$ cat src/hw/tfp_params.svh
// Offsets, field positions, reset values and prescaler taps for the timer flag block.
// Assumes a byte-addressed Avalon-MM slave with 32-bit data.
`ifndef TFP_PARAMS_SVH
`define TFP_PARAMS_SVH
`define TFP_FLAGS_OFS 8'h36
`define TFP_EXT_FLAGS_OFS 8'h7c
`define TFP_MASK_OFS 8'h40
`define TFP_CTRL_OFS 8'h44
`define TFP_CLKSEL_OFS 8'h48
`define TFP_FLAGS_RST 8'h00
`define TFP_MASK_RST 8'h00
`define TFP_FLAG_T1_CAPTURE 5
`define TFP_FLAG_T1_CMP_A 4
`define TFP_FLAG_T1_CMP_B 3
`define TFP_FLAG_T1_OVF 2
`define TFP_EXT_T3_CAPTURE 5
`define TFP_EXT_T3_CMP_A 4
`define TFP_EXT_T3_CMP_B 3
`define TFP_EXT_T3_OVF 2
`define TFP_EXT_T3_CMP_C 1
`define TFP_EXT_T1_CMP_C 0
`define TFP_CTRL_PSR 0
`define TFP_CTRL_TSM 7
`define TFP_MASK_T1_CMP_C 0
`define TFP_DIV_8 10'd7
`define TFP_DIV_64 10'd63
`define TFP_DIV_256 10'd255
`define TFP_DIV_1024 10'd1023
`endif

$ cat src/hw/tfp_pkg.sv
// Types shared by the timer flag and prescaler block.
// Assumes tfp_params.svh holds the numeric constants.
package tfp_pkg;
    typedef enum logic [2:0] {
        TFP_CS_STOP = 3'b000,
        TFP_CS_DIRECT = 3'b001,
        TFP_CS_DIV8 = 3'b010,
        TFP_CS_DIV64 = 3'b011,
        TFP_CS_DIV256 = 3'b100,
        TFP_CS_DIV1024 = 3'b101,
        TFP_CS_EXT_FALL = 3'b110,
        TFP_CS_EXT_RISE = 3'b111
    } tfp_clock_select_type;

    // Per-timer event inputs from the counter units
    typedef struct packed {
        logic capture_event;
        logic reached_top;
        logic capture_is_top;
        logic match_a;
        logic match_b;
        logic match_c;
        logic overflow;
        logic timer_tick;
    } tfp_events_type;

    // Per-timer vector-executed acknowledges
    typedef struct packed {
        logic capture;
        logic cmp_a;
        logic cmp_b;
        logic cmp_c;
        logic overflow;
    } tfp_ack_type;
endpackage : tfp_pkg

$ cat src/hw/tfp_timer_flags.sv
// Timer flag registers, shared prescaler and per-timer clock selection.
// Assumes counter units supply match, overflow and capture events on this clock.
// Behaviour
// - Compare C irq needs enable, global, flag
// - Capture flag on capture or TOP
// - Compare flag set on timer clock after match
// - Forced compare never sets flags
// - Vector execution or write-one clears flag
// - Overflow flag set on counter overflow
// - One shared prescaler, independent selects
// - Select one gives undivided clock
// - Taps at divide 8,64,256,1024
// - Prescaler free-running, first count delayed
// - Prescaler reset restarts all prescaled timers
// - Pin sampled through synchroniser registers
// - Select 7 rising, 6 falling edges
// - Pin edge latency 2.5 to 3.5 clocks
// - External edges bypass prescaler
// - Select zero stops timer clock
// - Reset bit self-clears unless sync mode
// - Clearing sync mode releases reset bit
`timescale 1ns/1ps
`include "tfp_params.svh"
module tfp_timer_flags
    import tfp_pkg::*;
(
    input wire logic clock,
    input wire logic rst_n,
    input wire logic [7:0] address,
    input wire logic read,
    input wire logic write,
    input wire logic [31:0] writedata,
    input wire logic [3:0] byteenable,
    output logic [31:0] readdata,
    output logic waitrequest,
    input wire tfp_events_type t1_events,
    input wire tfp_events_type t3_events,
    input wire tfp_ack_type t1_ack,
    input wire tfp_ack_type t3_ack,
    input wire logic forced_compare_strobe,
    input wire logic global_irq_enable,
    input wire logic t1_ext_timer_clock_pin,
    input wire logic t2_ext_timer_clock_pin,
    input wire logic t3_ext_timer_clock_pin,
    output logic [2:0] timer_clocks,
    output logic t1_compare_c_irq
);
    logic [7:0] flags;
    logic [7:0] ext_flags;
    logic t1_compare_c_irq_enable;
    logic sync_mode_bit;
    logic shared_prescaler_reset_bit;
    logic [8:0] clock_selects;
    logic answered;
    logic [7:0] next_flags;
    logic [7:0] next_ext_flags;
    logic next_irq_enable;
    logic next_sync_mode;
    logic next_psr;
    logic [8:0] next_clock_selects;
    logic [31:0] next_readdata;
    logic next_irq;
    logic next_answered;
    logic wr_go;
    logic [7:0] wbyte;
    logic [7:0] flag_set;
    logic [7:0] flag_ack;
    logic [7:0] ext_set;
    logic [7:0] ext_ack;
    logic [3:0] taps;
    logic [2:0] tclk;

    // One wait state: every request answered on its second edge
    // Write lands only at the edge where waitrequest is seen low
    assign wr_go = write && answered;
    assign wbyte = byteenable[0] ? writedata[7:0] : 8'h00;

    function automatic logic cap_set(input tfp_events_type e);
        cap_set = e.capture_is_top ? e.reached_top : e.capture_event;
    endfunction : cap_set

    // Matches set flags only in a cycle with a timer clock pulse; strobe not used
    always_comb
    begin
        flag_set = 8'h00;
        flag_set[`TFP_FLAG_T1_CAPTURE] = cap_set(t1_events);
        flag_set[`TFP_FLAG_T1_CMP_A] = t1_events.match_a && tclk[0];
        flag_set[`TFP_FLAG_T1_CMP_B] = t1_events.match_b && tclk[0];
        flag_set[`TFP_FLAG_T1_OVF] = t1_events.overflow && tclk[0];
        ext_set = 8'h00;
        ext_set[`TFP_EXT_T3_CAPTURE] = cap_set(t3_events);
        ext_set[`TFP_EXT_T3_CMP_A] = t3_events.match_a && tclk[2];
        ext_set[`TFP_EXT_T3_CMP_B] = t3_events.match_b && tclk[2];
        ext_set[`TFP_EXT_T3_OVF] = t3_events.overflow && tclk[2];
        ext_set[`TFP_EXT_T3_CMP_C] = t3_events.match_c && tclk[2];
        ext_set[`TFP_EXT_T1_CMP_C] = t1_events.match_c && tclk[0];
        flag_ack = 8'h00;
        flag_ack[`TFP_FLAG_T1_CAPTURE] = t1_ack.capture;
        flag_ack[`TFP_FLAG_T1_CMP_A] = t1_ack.cmp_a;
        flag_ack[`TFP_FLAG_T1_CMP_B] = t1_ack.cmp_b;
        flag_ack[`TFP_FLAG_T1_OVF] = t1_ack.overflow;
        ext_ack = 8'h00;
        ext_ack[`TFP_EXT_T3_CAPTURE] = t3_ack.capture;
        ext_ack[`TFP_EXT_T3_CMP_A] = t3_ack.cmp_a;
        ext_ack[`TFP_EXT_T3_CMP_B] = t3_ack.cmp_b;
        ext_ack[`TFP_EXT_T3_OVF] = t3_ack.overflow;
        ext_ack[`TFP_EXT_T3_CMP_C] = t3_ack.cmp_c;
        ext_ack[`TFP_EXT_T1_CMP_C] = t1_ack.cmp_c;
        if (wr_go && address == `TFP_FLAGS_OFS)
            flag_ack = flag_ack | wbyte;
        if (wr_go && address == `TFP_EXT_FLAGS_OFS)
            ext_ack = ext_ack | wbyte;
    end

    always_comb
    begin
        // Set dominates clear
        next_flags = (flags & ~flag_ack) | flag_set;
        next_ext_flags = ((ext_flags & ~ext_ack) | ext_set) & 8'h3f;
        next_irq_enable = t1_compare_c_irq_enable;
        next_sync_mode = sync_mode_bit;
        next_psr = shared_prescaler_reset_bit && sync_mode_bit;
        next_clock_selects = clock_selects;
        if (wr_go && address == `TFP_MASK_OFS && byteenable[0])
            next_irq_enable = writedata[`TFP_MASK_T1_CMP_C];
        if (wr_go && address == `TFP_CTRL_OFS && byteenable[0])
        begin
            next_sync_mode = writedata[`TFP_CTRL_TSM];
            // Clearing sync mode drops the held reset
            next_psr = writedata[`TFP_CTRL_PSR] && writedata[`TFP_CTRL_TSM];
        end
        if (wr_go && address == `TFP_CLKSEL_OFS)
        begin
            if (byteenable[0])
                next_clock_selects[7:0] = writedata[7:0];
            if (byteenable[1])
                next_clock_selects[8] = writedata[8];
        end
        next_irq = next_irq_enable && global_irq_enable
            && next_ext_flags[`TFP_EXT_T1_CMP_C];
        next_answered = (read || write) && !answered;
        next_readdata = 32'h0000_0000;
        if (read && !answered)
        begin
            unique case (address)
                `TFP_FLAGS_OFS: next_readdata = {24'h00_0000, flags};
                `TFP_EXT_FLAGS_OFS: next_readdata = {24'h00_0000, ext_flags};
                `TFP_MASK_OFS: next_readdata = {31'h0000_0000, t1_compare_c_irq_enable};
                `TFP_CTRL_OFS: next_readdata = {24'h00_0000, sync_mode_bit, 6'h00,
                    shared_prescaler_reset_bit};
                `TFP_CLKSEL_OFS: next_readdata = {23'h00_0000, clock_selects};
                default: next_readdata = 32'h0000_0000;
            endcase
        end
    end

    always_ff @(posedge clock)
    begin
        if (!rst_n)
        begin
            flags <= `TFP_FLAGS_RST;
            ext_flags <= `TFP_FLAGS_RST;
            t1_compare_c_irq_enable <= 1'b0;
            sync_mode_bit <= 1'b0;
            shared_prescaler_reset_bit <= 1'b0;
            clock_selects <= 9'h000;
            readdata <= 32'h0000_0000;
            t1_compare_c_irq <= 1'b0;
            answered <= 1'b0;
            timer_clocks <= 3'b000;
        end
        else
        begin
            flags <= next_flags;
            ext_flags <= next_ext_flags;
            t1_compare_c_irq_enable <= next_irq_enable;
            sync_mode_bit <= next_sync_mode;
            shared_prescaler_reset_bit <= next_psr;
            clock_selects <= next_clock_selects;
            readdata <= next_readdata;
            t1_compare_c_irq <= next_irq;
            answered <= next_answered;
            timer_clocks <= tclk;
        end
    end

    assign waitrequest = (read || write) && !answered;

    // Write of the reset bit acts at once on the shared divider
    tfp_prescaler u_prescaler (
        .clock(clock),
        .rst_n(rst_n),
        .prescaler_reset(shared_prescaler_reset_bit || (wr_go && address == `TFP_CTRL_OFS
            && byteenable[0] && writedata[`TFP_CTRL_PSR])),
        .taps(taps)
    );

    tfp_clock_select u_sel1 (
        .clock(clock),
        .rst_n(rst_n),
        .ext_pin(t1_ext_timer_clock_pin),
        .clock_select(tfp_clock_select_type'(clock_selects[2:0])),
        .taps(taps),
        .timer_clock(tclk[0])
    );
    tfp_clock_select u_sel2 (
        .clock(clock),
        .rst_n(rst_n),
        .ext_pin(t2_ext_timer_clock_pin),
        .clock_select(tfp_clock_select_type'(clock_selects[5:3])),
        .taps(taps),
        .timer_clock(tclk[1])
    );
    tfp_clock_select u_sel3 (
        .clock(clock),
        .rst_n(rst_n),
        .ext_pin(t3_ext_timer_clock_pin),
        .clock_select(tfp_clock_select_type'(clock_selects[8:6])),
        .taps(taps),
        .timer_clock(tclk[2])
    );

    irq_gate_a: assert property (@(posedge clock) disable iff (!rst_n)
        t1_compare_c_irq |-> $past(t1_compare_c_irq_enable || next_irq_enable)
        && ext_flags[`TFP_EXT_T1_CMP_C]) else $error("Irq without enable or flag");
    set_wins_a: assert property (@(posedge clock) disable iff (!rst_n)
        flag_set[`TFP_FLAG_T1_CMP_A] |=> flags[`TFP_FLAG_T1_CMP_A])
        else $error("Compare A set lost");
    w1c_clear_a: assert property (@(posedge clock) disable iff (!rst_n)
        wr_go && address == `TFP_FLAGS_OFS && byteenable[0] && writedata[`TFP_FLAG_T1_OVF]
        && !flag_set[`TFP_FLAG_T1_OVF] |=> !flags[`TFP_FLAG_T1_OVF])
        else $error("Write one did not clear");
    zero_keeps_a: assert property (@(posedge clock) disable iff (!rst_n)
        !flag_ack[`TFP_FLAG_T1_CAPTURE] && flags[`TFP_FLAG_T1_CAPTURE]
        |=> flags[`TFP_FLAG_T1_CAPTURE]) else $error("Flag lost without clear");
    capture_set_a: assert property (@(posedge clock) disable iff (!rst_n)
        t1_events.capture_event && !t1_events.capture_is_top
        |=> flags[`TFP_FLAG_T1_CAPTURE]) else $error("Capture flag not set");
    psr_self_clear_a: assert property (@(posedge clock) disable iff (!rst_n)
        shared_prescaler_reset_bit && !sync_mode_bit |=> !shared_prescaler_reset_bit)
        else $error("Reset bit stuck");
    reserved_zero_a: assert property (@(posedge clock) disable iff (!rst_n)
        ext_flags[7:6] == 2'b00) else $error("Reserved flag bits set");
    bus_answer_a: assert property (@(posedge clock) disable iff (!rst_n)
        (read || write) && waitrequest |=> !waitrequest)
        else $error("Answer late");
endmodule : tfp_timer_flags

$ cat src/hw/tfp_prescaler.sv
// Free-running shared prescaler producing the divided tick taps.
// Assumes one system clock; reset input comes from the shared reset bit.
`timescale 1ns/1ps
`include "tfp_params.svh"
module tfp_prescaler
    import tfp_pkg::*;
(
    input wire logic clock,
    input wire logic rst_n,
    input wire logic prescaler_reset,
    output logic [3:0] taps
);
    logic [9:0] count;
    logic [9:0] next_count;

    function automatic logic tap_hit(input logic [9:0] c, input logic [9:0] m);
        tap_hit = ((c & m) == m);
    endfunction : tap_hit

    always_comb
    begin
        // Runs regardless of any clock select
        next_count = prescaler_reset ? 10'h000 : count + 10'd1;
    end

    always_ff @(posedge clock)
    begin
        if (!rst_n)
            count <= 10'h000;
        else
            count <= next_count;
    end

    // One-cycle pulse each divisor period
    assign taps[0] = !prescaler_reset && tap_hit(count, `TFP_DIV_8);
    assign taps[1] = !prescaler_reset && tap_hit(count, `TFP_DIV_64);
    assign taps[2] = !prescaler_reset && tap_hit(count, `TFP_DIV_256);
    assign taps[3] = !prescaler_reset && tap_hit(count, `TFP_DIV_1024);

    tap_period_a: assert property (@(posedge clock) disable iff (!rst_n)
        taps[0] |=> !taps[0] [*7]) else $error("Divide-by-8 tap too frequent");
endmodule : tfp_prescaler

$ cat src/hw/tfp_clock_select.sv
// Pin synchroniser, edge detector and clock-select mux for one timer.
// Assumes taps come from the shared prescaler on the same clock.
`timescale 1ns/1ps
`include "tfp_params.svh"
module tfp_clock_select
    import tfp_pkg::*;
(
    input wire logic clock,
    input wire logic rst_n,
    input wire logic ext_pin,
    input wire tfp_clock_select_type clock_select,
    input wire logic [3:0] taps,
    output logic timer_clock
);
    logic sync_a;
    logic sync_b;
    logic sync_prev;
    logic next_timer_clock;
    logic rise;
    logic fall;

    // Latch half-cycle modelled as a register pair; latency 2.5-3.5
    always_ff @(posedge clock)
    begin
        if (!rst_n)
        begin
            sync_a <= 1'b0;
            sync_b <= 1'b0;
            sync_prev <= 1'b0;
            timer_clock <= 1'b0;
        end
        else
        begin
            sync_a <= ext_pin;
            sync_b <= sync_a;
            sync_prev <= sync_b;
            timer_clock <= next_timer_clock;
        end
    end

    assign rise = sync_b && !sync_prev;
    assign fall = !sync_b && sync_prev;

    always_comb
    begin
        unique case (clock_select)
            TFP_CS_STOP: next_timer_clock = 1'b0;
            TFP_CS_DIRECT: next_timer_clock = 1'b1;
            TFP_CS_DIV8: next_timer_clock = taps[0];
            TFP_CS_DIV64: next_timer_clock = taps[1];
            TFP_CS_DIV256: next_timer_clock = taps[2];
            TFP_CS_DIV1024: next_timer_clock = taps[3];
            TFP_CS_EXT_FALL: next_timer_clock = fall;
            TFP_CS_EXT_RISE: next_timer_clock = rise;
        endcase
    end

    ext_rise_a: assert property (@(posedge clock) disable iff (!rst_n)
        (clock_select == TFP_CS_EXT_RISE) && $rose(sync_b) ##1
        (clock_select == TFP_CS_EXT_RISE) |-> timer_clock)
        else $error("Rising edge missed");
    stop_clock_a: assert property (@(posedge clock) disable iff (!rst_n)
        $past(clock_select) == TFP_CS_STOP |-> !timer_clock)
        else $error("Clock with select zero");
endmodule : tfp_clock_select

$ cat config.mk
export PLATFORM = sky130hd
export DESIGN_NAME = tfp_timer_flags
export DESIGN_NICKNAME = d
export VERILOG_FILES = /design/src/hw/tfp_pkg.sv /design/src/hw/tfp_timer_flags.sv /design/src/hw/tfp_prescaler.sv /design/src/hw/tfp_clock_select.sv
export VERILOG_INCLUDE_DIRS = /design/src /design/src/hw
export SDC_FILE = /design/constraint.sdc
export NUM_CORES = 1
export LEC_CHECK = 0
export BUFFER_PORTS_ARGS = -buffer_cell sky130_fd_sc_hd__clkbuf_2
export CORE_ASPECT_RATIO = 0.5
export CORE_UTILIZATION = 48
export CTS_CLUSTER_DIAMETER = 100
export DETAILED_ROUTE_END_ITERATION = 10
export MAX_ROUTING_LAYER = met4
export PLACE_DENSITY_LB_ADDON = 0.1
export SLEW_MARGIN = 20
export SYNTH_ARGS = -nofsm -noshare
export SYNTH_HDL_FRONTEND = slang
export SYNTH_SLANG_ARGS = --single-unit
$ cat constraint.sdc
create_clock -name clock -period 1.7 [get_ports clock]
set_input_delay 0.17 -clock clock [delete_from_list [all_inputs] [get_ports clock]]
set_output_delay 0.17 -clock clock [all_outputs]
set_load 0.01 [all_outputs]
Word level (Yosys, flattened, before mapping)
Index checks and enable logic that the tools add are counted.
- reductions and logical operators: 50
- add/subtract/negate cells: 1
- bitwise gates (word level): 9
- multiplexer cells: 11
- eq/ne operators: 30
- operators with widths (operator ; count):
    one-hot mux 9 bit (5 select lines) ; 1
    equality test 3 bit (second input constant) ; 13
    logical AND 1 bit ; 33
    equality test 8 x 7 -> 1 bit (second input constant) ; 4
    one-hot mux 1 bit (8 select lines) ; 3
    equality test 3 x 2 -> 1 bit (second input constant) ; 6
    2-to-1 mux 8 bit ; 2
    OR 6 bit ; 2
    adder 10 x 1 -> 10 bit (second input constant) ; 1
    equality test 10 bit (second input constant) ; 1
    equality test 3 x 1 -> 1 bit (second input constant) ; 3
    logical NOT 3 bit ; 3
    AND 8 bit ; 1
    equality test 8 x 6 -> 1 bit (second input constant) ; 1
    equality test 8 bit (second input constant) ; 1
    logical NOT 1 bit ; 8
    inverter 8 bit ; 1
    OR 6 x 8 -> 8 bit ; 1
    OR 8 x 6 -> 8 bit ; 1
    AND 6 bit ; 1
    equality test 6 bit (second input constant) ; 1
    2-to-1 mux 6 bit ; 1
    inverter 6 bit ; 1
    AND reduction 2 bit ; 3
    4 further kinds ; 8
- bits of input ports: 79
- output and inout bits: 37
- register bits after elaboration: 85
- word-level logic and storage cells: 125

Depth between registers and ports, before layout
Gate-level depths: netlist (run 1).
- depth after elaboration: 8
- gate-level depth with buffers: 6
- gate-level depth less buffers: 6

Hierarchy
A second synthesis (run 1) with hierarchy kept.
- cell total of the unflattened synthesis: 308
- area, all modules: 2881.5 µm²
- modules (own cells, without submodules) (module ; sequential area each (µm²) ; cells an instance ; area an instance (µm²) ; instances):
    tfp_timer_flags ; 800.8 ; 205 ; 1910.6 ; 1
    tfp_clock_select ; 80.1 ; 17 ; 167.7 ; 3
    tfp_prescaler ; 200.2 ; 52 ; 467.9 ; 1

Worst setup path after synthesis (run 1)
No wires, ideal clock.
- path type: register to register
- start point: reg answered
- end point: reg t1_compare_c_irq
- path slack: 168 ps
- setup time: 116 ps
- buffers on the path: 0
- required time: 1584 ps
- cell stages (with the launch flop): 5
- clock period less this slack: 1532 ps
- data arrival time: 1417 ps
- cell sequence: dfxtp_1 nand3_1 or4_1 mux2i_1 and3b_1
- word-level cells in the longest chain between the ends: 7
- elaborated cells between the ends (all ways): 11
- those cells by class: mux: 2; bitwise: 3; reduce/logical: 6
- ends and longest elaborated chain (what ; line ; text):
    start, declared ; tfp_timer_flags.sv:54 ; logic answered;
    start signal, assigned ; tfp_timer_flags.sv:182 ; answered <= next_answered;
    logical AND 1 bit * ; tfp_timer_flags.sv:75 ; assign wr_go = write && answered;
    logical AND 1 bit (no source line) ; -- ;
    2-to-1 mux 6 bit ; tfp_timer_flags.sv:111 ; if (wr_go && address == `TFP_EXT_FLAGS_OFS)
    inverter 6 bit ; tfp_timer_flags.sv:119 ; next_ext_flags = ((ext_flags & ~ext_ack) | ext_set) & 8'h3f;
    AND 6 bit ; tfp_timer_flags.sv:119 ;
    OR 6 bit ; tfp_timer_flags.sv:119 ;
    logical AND 1 bit * ; tfp_timer_flags.sv:139 ; next_irq = next_irq_enable && global_irq_enable
    end signal, assigned ; tfp_timer_flags.sv:181 ; t1_compare_c_irq <= next_irq;
    end, declared ; tfp_timer_flags.sv:46 ; output logic t1_compare_c_irq
Mark *: on every way between the ends. The rest lies on a longest branch, timed or not.
A chain may end at the register's enable or synchronous reset.

Final worst setup path (run 1)
- start point: reg answered
- end point: reg u_sel3.timer_clock
- word-level cells in the longest chain between the ends: 8
- elaborated cells between the ends (all ways): 11
- those cells by class: mux: 1; reduce/logical: 10
- ends and longest elaborated chain (what ; line ; text):
    logical AND 1 bit * ; tfp_timer_flags.sv:75 ;
    logical AND 1 bit (no source line) * ; -- ;
    logical AND 1 bit * (2 in series) ; tfp_timer_flags.sv:193 ; .prescaler_reset(shared_prescaler_reset_bit || (wr_go && address == `TFP_CTRL_OFS
    logical OR 1 bit * ; tfp_timer_flags.sv:193 ;
    logical NOT 1 bit * ; -- ;
    logical AND 1 bit (on tied branches) ; -- ;
    one-hot mux 1 bit (8 select lines) * ; tfp_clock_select.sv:46 ; unique case (clock_select)
    end signal, assigned ; tfp_clock_select.sv:37 ; timer_clock <= next_timer_clock;
    end, declared ; tfp_clock_select.sv:13 ; output logic timer_clock
Marks and branches as above.

==> metrics, run 1 <==
Synth Cell Area 2848 um2; total gr overflow 0; Placed Cells 454; Post-CTS Hold Fix Bufs 0; CP Max Fanout 9; largest net degree at the start of global routing 20; Seq/Total Area, Yosys 43.59%; Slew Viols, Final 0; die height 56.47 um; leakage 1.535 nW; final setup fails 0; Period minus WS final 1602 ps; Final Power 3.491 mW; GRT Overall Usage 22.89%; num rows 19; top cells by count, synth dfxtp_1, nand2_1, buf_4; RSZ-0062 raised after global routing false; Pre-antenna DRT Iters 4; cts bufs inserted 9; Final #Nets 473; Starting Density 50.97%; via count 2431; final instance area 3557 um2; CTS tree done; EDFF count, synth 0; r2r worst-path depth 5; I/O Pins 116; GPL Wtd Cong 0.7972; Non-Filler Instances 470; synthesized instance count 316; worst-skew pair later-pin latency 320 ps; Seq cells post-synth 62; Worst-path clk slew 50 ps; Detailed Route WL 6467 um; layout cells sized above 1 27.46%; Final Hold Viols 0; port bufs 64; Die Width 110.9 um; peak supply drop 0.7024 mV; class of the worst hold path in -> reg; crit share post-route 94.22%; Final HPWL DP 4828 um; Hold Crit Depth 2; Core Area 5587 um2; n_diodes 0; full die area 6264 um2; P&R area growth vs syn 24.91%; area leader, netlist dfxtp_1; Post-route DRC 0; CP Launch Type flip-flop; endpoint type of the worst setup path flip-flop; Synth area leaders dfxtp_1, buf_4, nand2_1, nand3_1, a21boi_0; Post-Syn Area per Cell 9.012 um2; clock sink count 62; final antenna-violating net count 0; top-count cell post-synth dfxtp_1; Placed Area 3234 um2; H-tree Lvls 3; wire per inst 13.76 um; initial antenna violation count 0; vias in the first global route 2394; max cap viols 0; Vias/cell 5.172; Power Dens Cells 981.3 nW/um2; ys flop type dfxtp_1; first-pass GRT wire length 10790 um; fraction of registers with async set/reset 0%; count of different cell masters after synthesis 52; Critical Path RT 1920 ps; clock root buffer clkbuf_16; Starting DRT DRC Count 98; WS Path Type reg -> reg; Max Clock Skew 4.370 ps; number of gates resized after cts 0; fmax 624.3 MHz; Setup Fix Bufs, Post-CTS 0; Arr. time, crit path 1820 ps; Yosys warnings 0; status completed; clock buffer depth 2; Yosys top cell area share 43.59%
-- power breakdown --
group	switching, mW	leakage, nW	internal (mW)
logic	0.108	0.881	0.0833
registers	0.0134	0.502	1.48
clock network	0.605	0.152	1.20
total	0.727	1.54	2.76
-- kinds of logic (layout without fill, tap and decap cells) --
kind of cell	count (synthesis)	after routing	share of synthesized area, %
AOI/OAI and AO/OA	66	66	16.74
xor gates and xnor gates	6	6	1.846
adders and majority gates	2	2	0.8786
buffers and inverters	38	97	8.128
DFF	62	62	43.59
muxes	7	7	2.461
other	1	23	0.1317
and+or+nand+nor	134	134	26.23
-- sequential cells by signal (all words and copies together), names as in the netlist, 3 cells and up --
signal and count:
u_prescaler.count 10, timer_clocks 3, readdata 9, clock_selects 9
ext_flags 6, flags 8
-- critical path, cell delays in order, from the launching register on --
cell and delay, ps:
dfxtp_1 380, and3_1 210, a41oi_2 260, a21o_1 250, a22o_1 180, a41o_1 230
-- layout make-up --
cell class	instances	area (um2)
clock buffer	12	256.5
clock inverter	4	45.04
fill	510	2029
inverter	1	3.754
multi-input combinational	238	1479
sequential	62	1241
tap	73	91.34
timing repair buffer	80	440.4
-- routing by layer --
layer | wire (um) | up-vias | GRT usage (%)
met1 | 2881 | 1110 | 26.06
met4 | 76 | 0 | 6.857
met3 | 523 | 10 | 7.127
met5 | 0 | - | -
met2 | 2985 | 88 | 39.13
li1 | - | 1223 | -
-- metrics by stage --
| stage | hold slack, ps | setup TNS, ps | setup slack, ps | utilization [%] |
|---|---|---|---|---|
| floorplan | 257.0 | 0 | 167.7 | - |
| global placement | 364.0 | 0 | 9.792 | 57.89 |
| detailed placement | 366.0 | -48.90 | -40.70 | 57.89 |
| CTS | 21.89 | 0 | 40.91 | 63.29 |
| global route | 30.76 | 0 | 0.8362 | 63.67 |
| finish | 35.62 | 0 | 98.24 | 63.67 |
-- cells in the final DEF (no fill, tap or decap), types with 3 or more instances in the layout --
cell type / Yosys / final
a211oi_1: 9 / 9
buf_4: 23 / 16
a21oi_1: 15 / 15
nor4_4: 3 / 3
clkbuf_2: 0 / 64
nand4_1: 5 / 5
a21o_1: 9 / 9
o21ai_0: 3 / 3
clkbuf_16: 0 / 9
clkinv_2: 0 / 3
nand2_1: 43 / 43
a21boi_0: 11 / 11
nand3b_1: 5 / 5
nor2_1: 20 / 18
and3_1: 5 / 5
dfxtp_1: 62 / 62
xnor2_1: 3 / 3
nor2b_1: 6 / 6
a22oi_1: 7 / 7
nand3_1: 17 / 16
xor2_1: 3 / 3
mux2i_1: 7 / 7
and2_1: 12 / 12
conb_1: 1 / 23
-- final timing paths --
kind,to,slack [ps],from
hold / removal,flags[6],40,writedata[6]
setup reg to reg,u_sel3.timer_clock,100,answered
setup / recovery,u_sel3.timer_clock,100,answered
hold reg to reg,u_sel2.sync_b,440,u_sel2.sync_a
Power figures use the tool's default switching activity.
==> run 2: changes to the inputs <==
--- a/config.mk
+++ b/config.mk
@@ -12,7 +12,7 @@
 export CTS_CLUSTER_DIAMETER = 100
 export DETAILED_ROUTE_END_ITERATION = 10
 export MAX_ROUTING_LAYER = met4
-export PLACE_DENSITY_LB_ADDON = 0.1
+export PLACE_DENSITY = 0.8
 export SLEW_MARGIN = 20
 export SYNTH_ARGS = -nofsm -noshare
 export SYNTH_HDL_FRONTEND = slang
==> run 2 against run 1 <==
Sequential power about the same. Hold slack improved by 3.8 ps. Flip-flop and latch count unchanged. Power decreased by 3.9%. Sequential share of layout area unchanged. Non-clock buffer count increased by 2. Highest routed layer unchanged. Design area unchanged.
==> metrics, run 2 (synthesis results as in run 1) <==
status completed; initial antenna violation count 1 (+1); full die area 6264 um2 (unchanged); Final #Nets 475 (+0.42%); biggest regs u_prescaler.count x10, clock_selects x9, readdata x9; I/O Pins 116 (unchanged); Die Width 110.9 um (unchanged); Non-Filler Instances 473 (+0.64%); Detailed Route WL 6642 um (+2.7%); Placed Cells 456 (+0.44%); final setup fails 0 (unchanged); fmax 623.5 MHz (-0.13%); Starting DRT DRC Count 150 (+53%); CP Max Fanout 7 (-2); GPL Wtd Cong 0.8530 (+7.0%); port bufs 64 (unchanged); Sw Ratio 22.89% (+2.1 points); Worst-path clk slew 60 ps (about the same); Sw Pwr 0.7682 mW (+5.7%); Setup Fix Bufs, Post-CTS 0 (unchanged); worst r2r dst u_sel1.timer_clock; crit share post-route 94.34% (+0.12 points); commonest cells after routing, fill and taps aside clkbuf_2, dfxtp_1, nand2_1; first-pass GRT wire length 10780 um (-0.13%); Final Power 3.355 mW (-3.9%); Max Clock Skew 4.398 ps (+0.02751 ps); worst-path cell chain and3_1 > a41oi_2 > buf_4 > nand4b_1 > a32oi_1 > o2bb2ai_1; endpoint type of the worst setup path flip-flop; Crit path buffers/inverters 1 (+1); Largest register FFs 10 (unchanged); Critical Path RT 1930 ps (about the same); wire per inst 14.04 um (+2.1%); via count 2548 (+4.8%); sequential power share 44.3% (+1.6 points); Clk pwr share 49.9% (-2.0 points); GRT Overall Usage 22.86% (-0.030 points); CP peak stage delay 330 ps (-50 ps); Power Dens Cells 943.3 nW/um2 (-3.9%); H-tree Lvls 3 (unchanged); Pre-antenna DRT Iters 4 (unchanged); clock buffer depth 2 (unchanged); largest net degree at the start of global routing 19 (-5.0%); Slew Viols, Final 0 (unchanged); Final HPWL DP 4870 um (+0.88%); Min-Delay Endpoint ext_flags[4]; critical path's slowest cell dfxtp_1; clock sink count 62 (unchanged); worst-skew pair later-pin latency 320 ps (about the same); CP Launch Type flip-flop; Post-route DRC 0 (unchanged); cts bufs inserted 9 (unchanged); Arr. time, crit path 1830 ps (about the same); Starting Density 50.97% (unchanged); Vias/cell 5.387 (+4.1%); R2R Setup Slk 100 ps (about the same); total gr overflow 0 (unchanged); Pint 2.587 mW (-6.4%); num rows 19 (unchanged); class of the worst hold path in -> reg; max cap viols 0 (unchanged); P&R area growth vs syn 24.91% (unchanged); final design utilization 63.67% (unchanged); Post-CTS Hold Fix Bufs 0 (unchanged); WS Path Type reg -> reg; Hold Crit Depth 2 (unchanged); Placed Area 3249 um2 (+0.46%); layout cells sized above 1 27.82% (+0.36 points); leakage 1.516 nW (-1.3%); Core Area 5587 um2 (unchanged); Reg with most FFs u_prescaler.count; Period minus WS final 1604 ps (+2.016 ps); most common cell after layout, fill and taps aside clkbuf_2; final instance area 3557 um2 (unchanged); vias in the first global route 2443 (+2.0%); CTS tree done; fill cell count 454 (-11%); Final Hold Viols 0 (unchanged); peak supply drop 0.6477 mV (-7.8%); clock root buffer clkbuf_16; final antenna-violating net count 0 (unchanged); die height 56.47 um (unchanged); Top Family by Delay on Critical Path compound AO/OA/AOI/OAI gates; worst r2r src answered; r2r worst-path depth 6 (+1); setup_tns 0 ps (unchanged); hold_sp t3_events[4]; combinational share of power 5.8% (+0.3 points)
==> run 2: cell types whose count changed in the layout (fill, tap and decap cells not counted), sizes merged <==
cell and change:
clkinvlp +5, inv +1, diode +1, clkinv -3, bufinv -1, buf +2
clkbuf -2
==> run 2: through the flow <==
step           setup slack (ps)  hold WS [ps]
2_1_floorplan             167.7         257.0
3_3_place_gp              39.77         365.1
3_5_place_dp              14.86         370.2
4_1_cts                   62.55         32.19
5_1_grt                  -5.556         42.12
6_report                  96.23         39.44
==> run 2: metal layers <==
metal,vias to the layer above,wire [um],GRT usage [%]
li1,1233,-,-
met1,1171,2640,24.90
met2,120,3214,39.57
met3,24,641,6.156
met4,0,146,10.67
met5,-,0,-
==> run 2: area by class of cell <==
cell class / count / area (um2) / share of cell area (%)
Clock buffer: 10 / 239.0 / 6.718
Timing Repair Buffer: 82 / 455.4 / 12.80
Clock inverter: 6 / 46.29 / 1.301
Tap cell: 73 / 91.34 / 2.568
Multi-Input combinational cell: 238 / 1478 / 41.54
Antenna cell: 1 / 2.502 / 0.07035
Sequential cell: 62 / 1241 / 34.89
Inverter: 1 / 3.754 / 0.1055
==> run 2: how the worst max path moves through the flow <==
| stage | startpoint | endpoint | depth (start not counted) | slack, ps |
|---|---|---|---|---|
| detailed placement | address[0] | t1_compare_c_irq | 6 | 10 |
| finish | answered | u_sel1.timer_clock | 6 | 100 |
| CTS | u_prescaler.count[0] | u_sel3.timer_clock | 6 | 60 |
| global route | answered | u_sel1.timer_clock | 6 | -6 |
| global placement | address[0] | t1_compare_c_irq | 6 | 40 |
| floorplan | answered | t1_compare_c_irq | 4 | 170 |
==> run 2: timing repair <==
action / 4_1_cts / 5_1_grt
hold endpoints to repair: 0 / 0
resized for setup: 0 / 5
endpoints found under the setup margin: 0 / 3
==> run 2: power groups by stage <==
stage	Clock [mW]	Combinational (mW)	Sequential (mW)
6_report	1.67	0.194	1.49
5_1_grt	1.75	0.214	1.49
4_1_cts	1.70	0.193	1.49
3_5_place_dp	0	0.192	1.52
3_3_place_gp	0	0.185	1.52
2_1_floorplan	0	0.129	1.51
==> run 3: changes to the inputs <==
--- a/config.mk
+++ b/config.mk
@@ -6,9 +6,10 @@
 export SDC_FILE = /design/constraint.sdc
 export NUM_CORES = 1
 export LEC_CHECK = 0
+export ABC_AREA = 1
 export BUFFER_PORTS_ARGS = -buffer_cell sky130_fd_sc_hd__clkbuf_2
 export CORE_ASPECT_RATIO = 0.5
-export CORE_UTILIZATION = 48
+export CORE_UTILIZATION = 49
 export CTS_CLUSTER_DIAMETER = 100
 export DETAILED_ROUTE_END_ITERATION = 10
 export MAX_ROUTING_LAYER = met4
==> run 3 against run 2 <==
Setup slack gained 15 ps. Largest cell class unchanged. Final cell count rose by 17%. Clock skew grew 1.1 ps. Critical path type unchanged. Highest routed layer unchanged. Sequential share of layout area down 1.1 points. Maximum frequency increased by 0.92%. Largest power group unchanged. Global-route usage rose by 1.1 points. Non-clock buffer count fell by 13.
==> metrics, run 3 <==
status completed; GRT Overall Usage 24.00% (+1.1 points); leakage 1.727 nW (+14%); Seq cells post-synth 62 (unchanged); M2 GR Usage 38.10% (-1.5 points); total gr overflow 0 (unchanged); largest net degree at the start of global routing 23 (+4); Seq/Total Area, Yosys 41.21% (-2.4 points); crit share post-route 93.48% (-0.86 points); R2R Setup Slk 110 ps (about the same); Die Width 112.9 um (+1.7%); Min-Delay Endpoint u_sel1.sync_a; Reg with most FFs u_prescaler.count; setup_tns 0 ps (unchanged); Final #Nets 555 (+17%); full die area 6483 um2 (+3.5%); first-pass GRT wire length 11510 um (+6.8%); Detailed Route WL 7112 um (+7.1%); die height 57.44 um (+1.7%); Critical Path RT 1960 ps (+30 ps); Starting DRT DRC Count 164 (+9.3%); Yosys top cell area share 41.21% (-2.4 points); Starting Density 52.79% (+1.8 points); Post-Syn Area per Cell 7.492 um2 (-17%); initial antenna violation count 0 (-1); Post-route DRC 0 (unchanged); layout cells sized above 1 23.17% (-4.6 points); most common cell after layout, fill and taps aside clkbuf_2; Worst-path clk slew 50 ps (about the same); Post-CTS Hold Fix Bufs 0 (unchanged); met1 Resource Use GR 30.07% (+5.2 points); r2r worst-path depth 9 (+3); CP Max Fanout 4 (-3); H-tree Lvls 3 (unchanged); Synth area leaders dfxtp_1, nand2_1, inv_1, nor2_1, buf_4; Final Power 3.697 mW (+10%); Core Area 5705 um2 (+2.1%); class of the worst hold path in -> reg; port bufs 64 (unchanged); Yosys warnings 0 (unchanged); Arr. time, crit path 1850 ps (+20 ps); worst r2r dst u_sel3.timer_clock; worst-skew pair later-pin latency 330 ps (about the same); top-count cell post-synth dfxtp_1; hold_sp t1_ext_timer_clock_pin; Largest register FFs 10 (unchanged); count of different cell masters after synthesis 38 (-27%); Max Clock Skew 5.482 ps (+1.084 ps); Final HPWL DP 5075 um (+4.2%); Period minus WS final 1589 ps (-14.55 ps); ys flop type dfxtp_1; clock buffer depth 2 (unchanged); Power Dens Cells 1006 nW/um2 (+6.7%); vias in the first global route 2518 (+3.1%); P&R area growth vs syn 21.98%; synthesized instance count 402 (+27%); fmax 629.2 MHz (+0.92%); top cells by count, synth dfxtp_1, nand2_1, inv_1; busiest grt layer met2; Pre-antenna DRT Iters 5 (+1); Hold Crit Depth 3 (+1); commonest cells after routing, fill and taps aside clkbuf_2, dfxtp_1, nand2_1; clock sink count 62 (unchanged); endpoint type of the worst setup path flip-flop; final antenna-violating net count 0 (unchanged); fraction of registers with async set/reset 0% (unchanged); WS Path Type reg -> reg; EDFF count, synth 0 (unchanged); GPL Wtd Cong 0.8434 (-1.1%); final design utilization 64.39% (+0.71 points); final setup fails 0 (unchanged); via count 2829 (+11%); n_diodes 0 (-1); num rows 19 (unchanged); wire per inst 12.88 um (-8.2%); I/O Pins 116 (unchanged); peak supply drop 0.5449 mV (-16%); GR Layer Usage met3 7.439% (+1.3 points); Slew Viols, Final 0 (unchanged); max cap viols 0 (unchanged); CTS tree done; Final Hold Viols 0 (unchanged); CP Launch Type flip-flop; clock root buffer clkbuf_16; biggest regs u_prescaler.count x10, clock_selects x9, readdata x9; Vias/cell 5.125 (-4.9%); worst r2r src u_prescaler.count[0]; cts bufs inserted 9 (unchanged); Synth Cell Area 3012 um2 (+5.8%); area leader, netlist dfxtp_1; RSZ-0062 raised after global routing false
## run 3: how the worst max path moves through the flow
stage                         end            startpoint  cells past startpoint  slack (ps)
4_1_cts        u_sel3.timer_clock              answered                      7         110
5_1_grt        u_sel3.timer_clock  u_prescaler.count[0]                      9          30
3_5_place_dp   u_sel3.timer_clock              answered                      7         190
2_1_floorplan  u_sel1.timer_clock              answered                      8         410
6_report       u_sel3.timer_clock  u_prescaler.count[0]                      9         110
3_3_place_gp   u_sel1.timer_clock              answered                      7         230
## run 3: timing repair
action,in CTS,in global routing
resized for setup,0,1
setup buffers,0,0
endpoints found under the hold margin,0,0
setup endpoints to repair,0,1
## run 3: cell type report
class / count / area, um2
Clock buffer: 13 / 270.3
Sequential cell: 62 / 1241
Clock inverter: 3 / 65.06
Fill cell: 462 / 2032
Tap cell: 73 / 91.34
Timing Repair Buffer: 69 / 357.8
Inverter: 63 / 239.0
Multi-Input combinational cell: 269 / 1409
## run 3: cell families after synthesis
group | share of synthesized area [%]
xor gates and xnor gates | 0.8726
other | 0.1245
DFF | 41.21
AOI/OAI and AO/OA | 12.34
and+or+nand+nor | 28.92
muxes | 0.6648
buffers and inverters | 15.04
adders and majority gates | 0.8308
## run 3: report_power, final
| part | switching, mW | leakage [nW] | total (mW) | internal, mW |
|---|---|---|---|---|
| Clock | 0.607 | 0.166 | 2.01 | 1.40 |
| Sequential | 0.0106 | 0.502 | 1.49 | 1.48 |
| Combinational | 0.128 | 1.06 | 0.205 | 0.0762 |
## run 3: metal layers
metal / vias up / wire [um]
met2: 142 / 3126
met3: 14 / 588
met5: - / 0
met4: 0 / 78
li1: 1411 / -
met1: 1262 / 3318
## run 3: critical path, cell delays in order (launching register included)
cell	delay [ps]
dfxtp_1	350
ha_1	180
nand3_1	140
inv_1	110
nand2_1	100
nor2_1	250
nand4_1	130
nand3_1	120
nor2_1	60
nor2_1	80
## run 3: through the flow
stage / hold slack [ps] / std cells / setup slack [ps] / area [um2]
3_5_place_dp: 359.5 / 536 / 191.8 / 3329
2_1_floorplan: 261.1 / 424 / 415.0 / 3094
6_report: 26.58 / 552 / 110.8 / 3674
5_1_grt: 43.83 / 552 / 29.16 / 3674
3_3_place_gp: 350.4 / 536 / 226.3 / 3329
4_1_cts: 24.13 / 552 / 113.9 / 3665
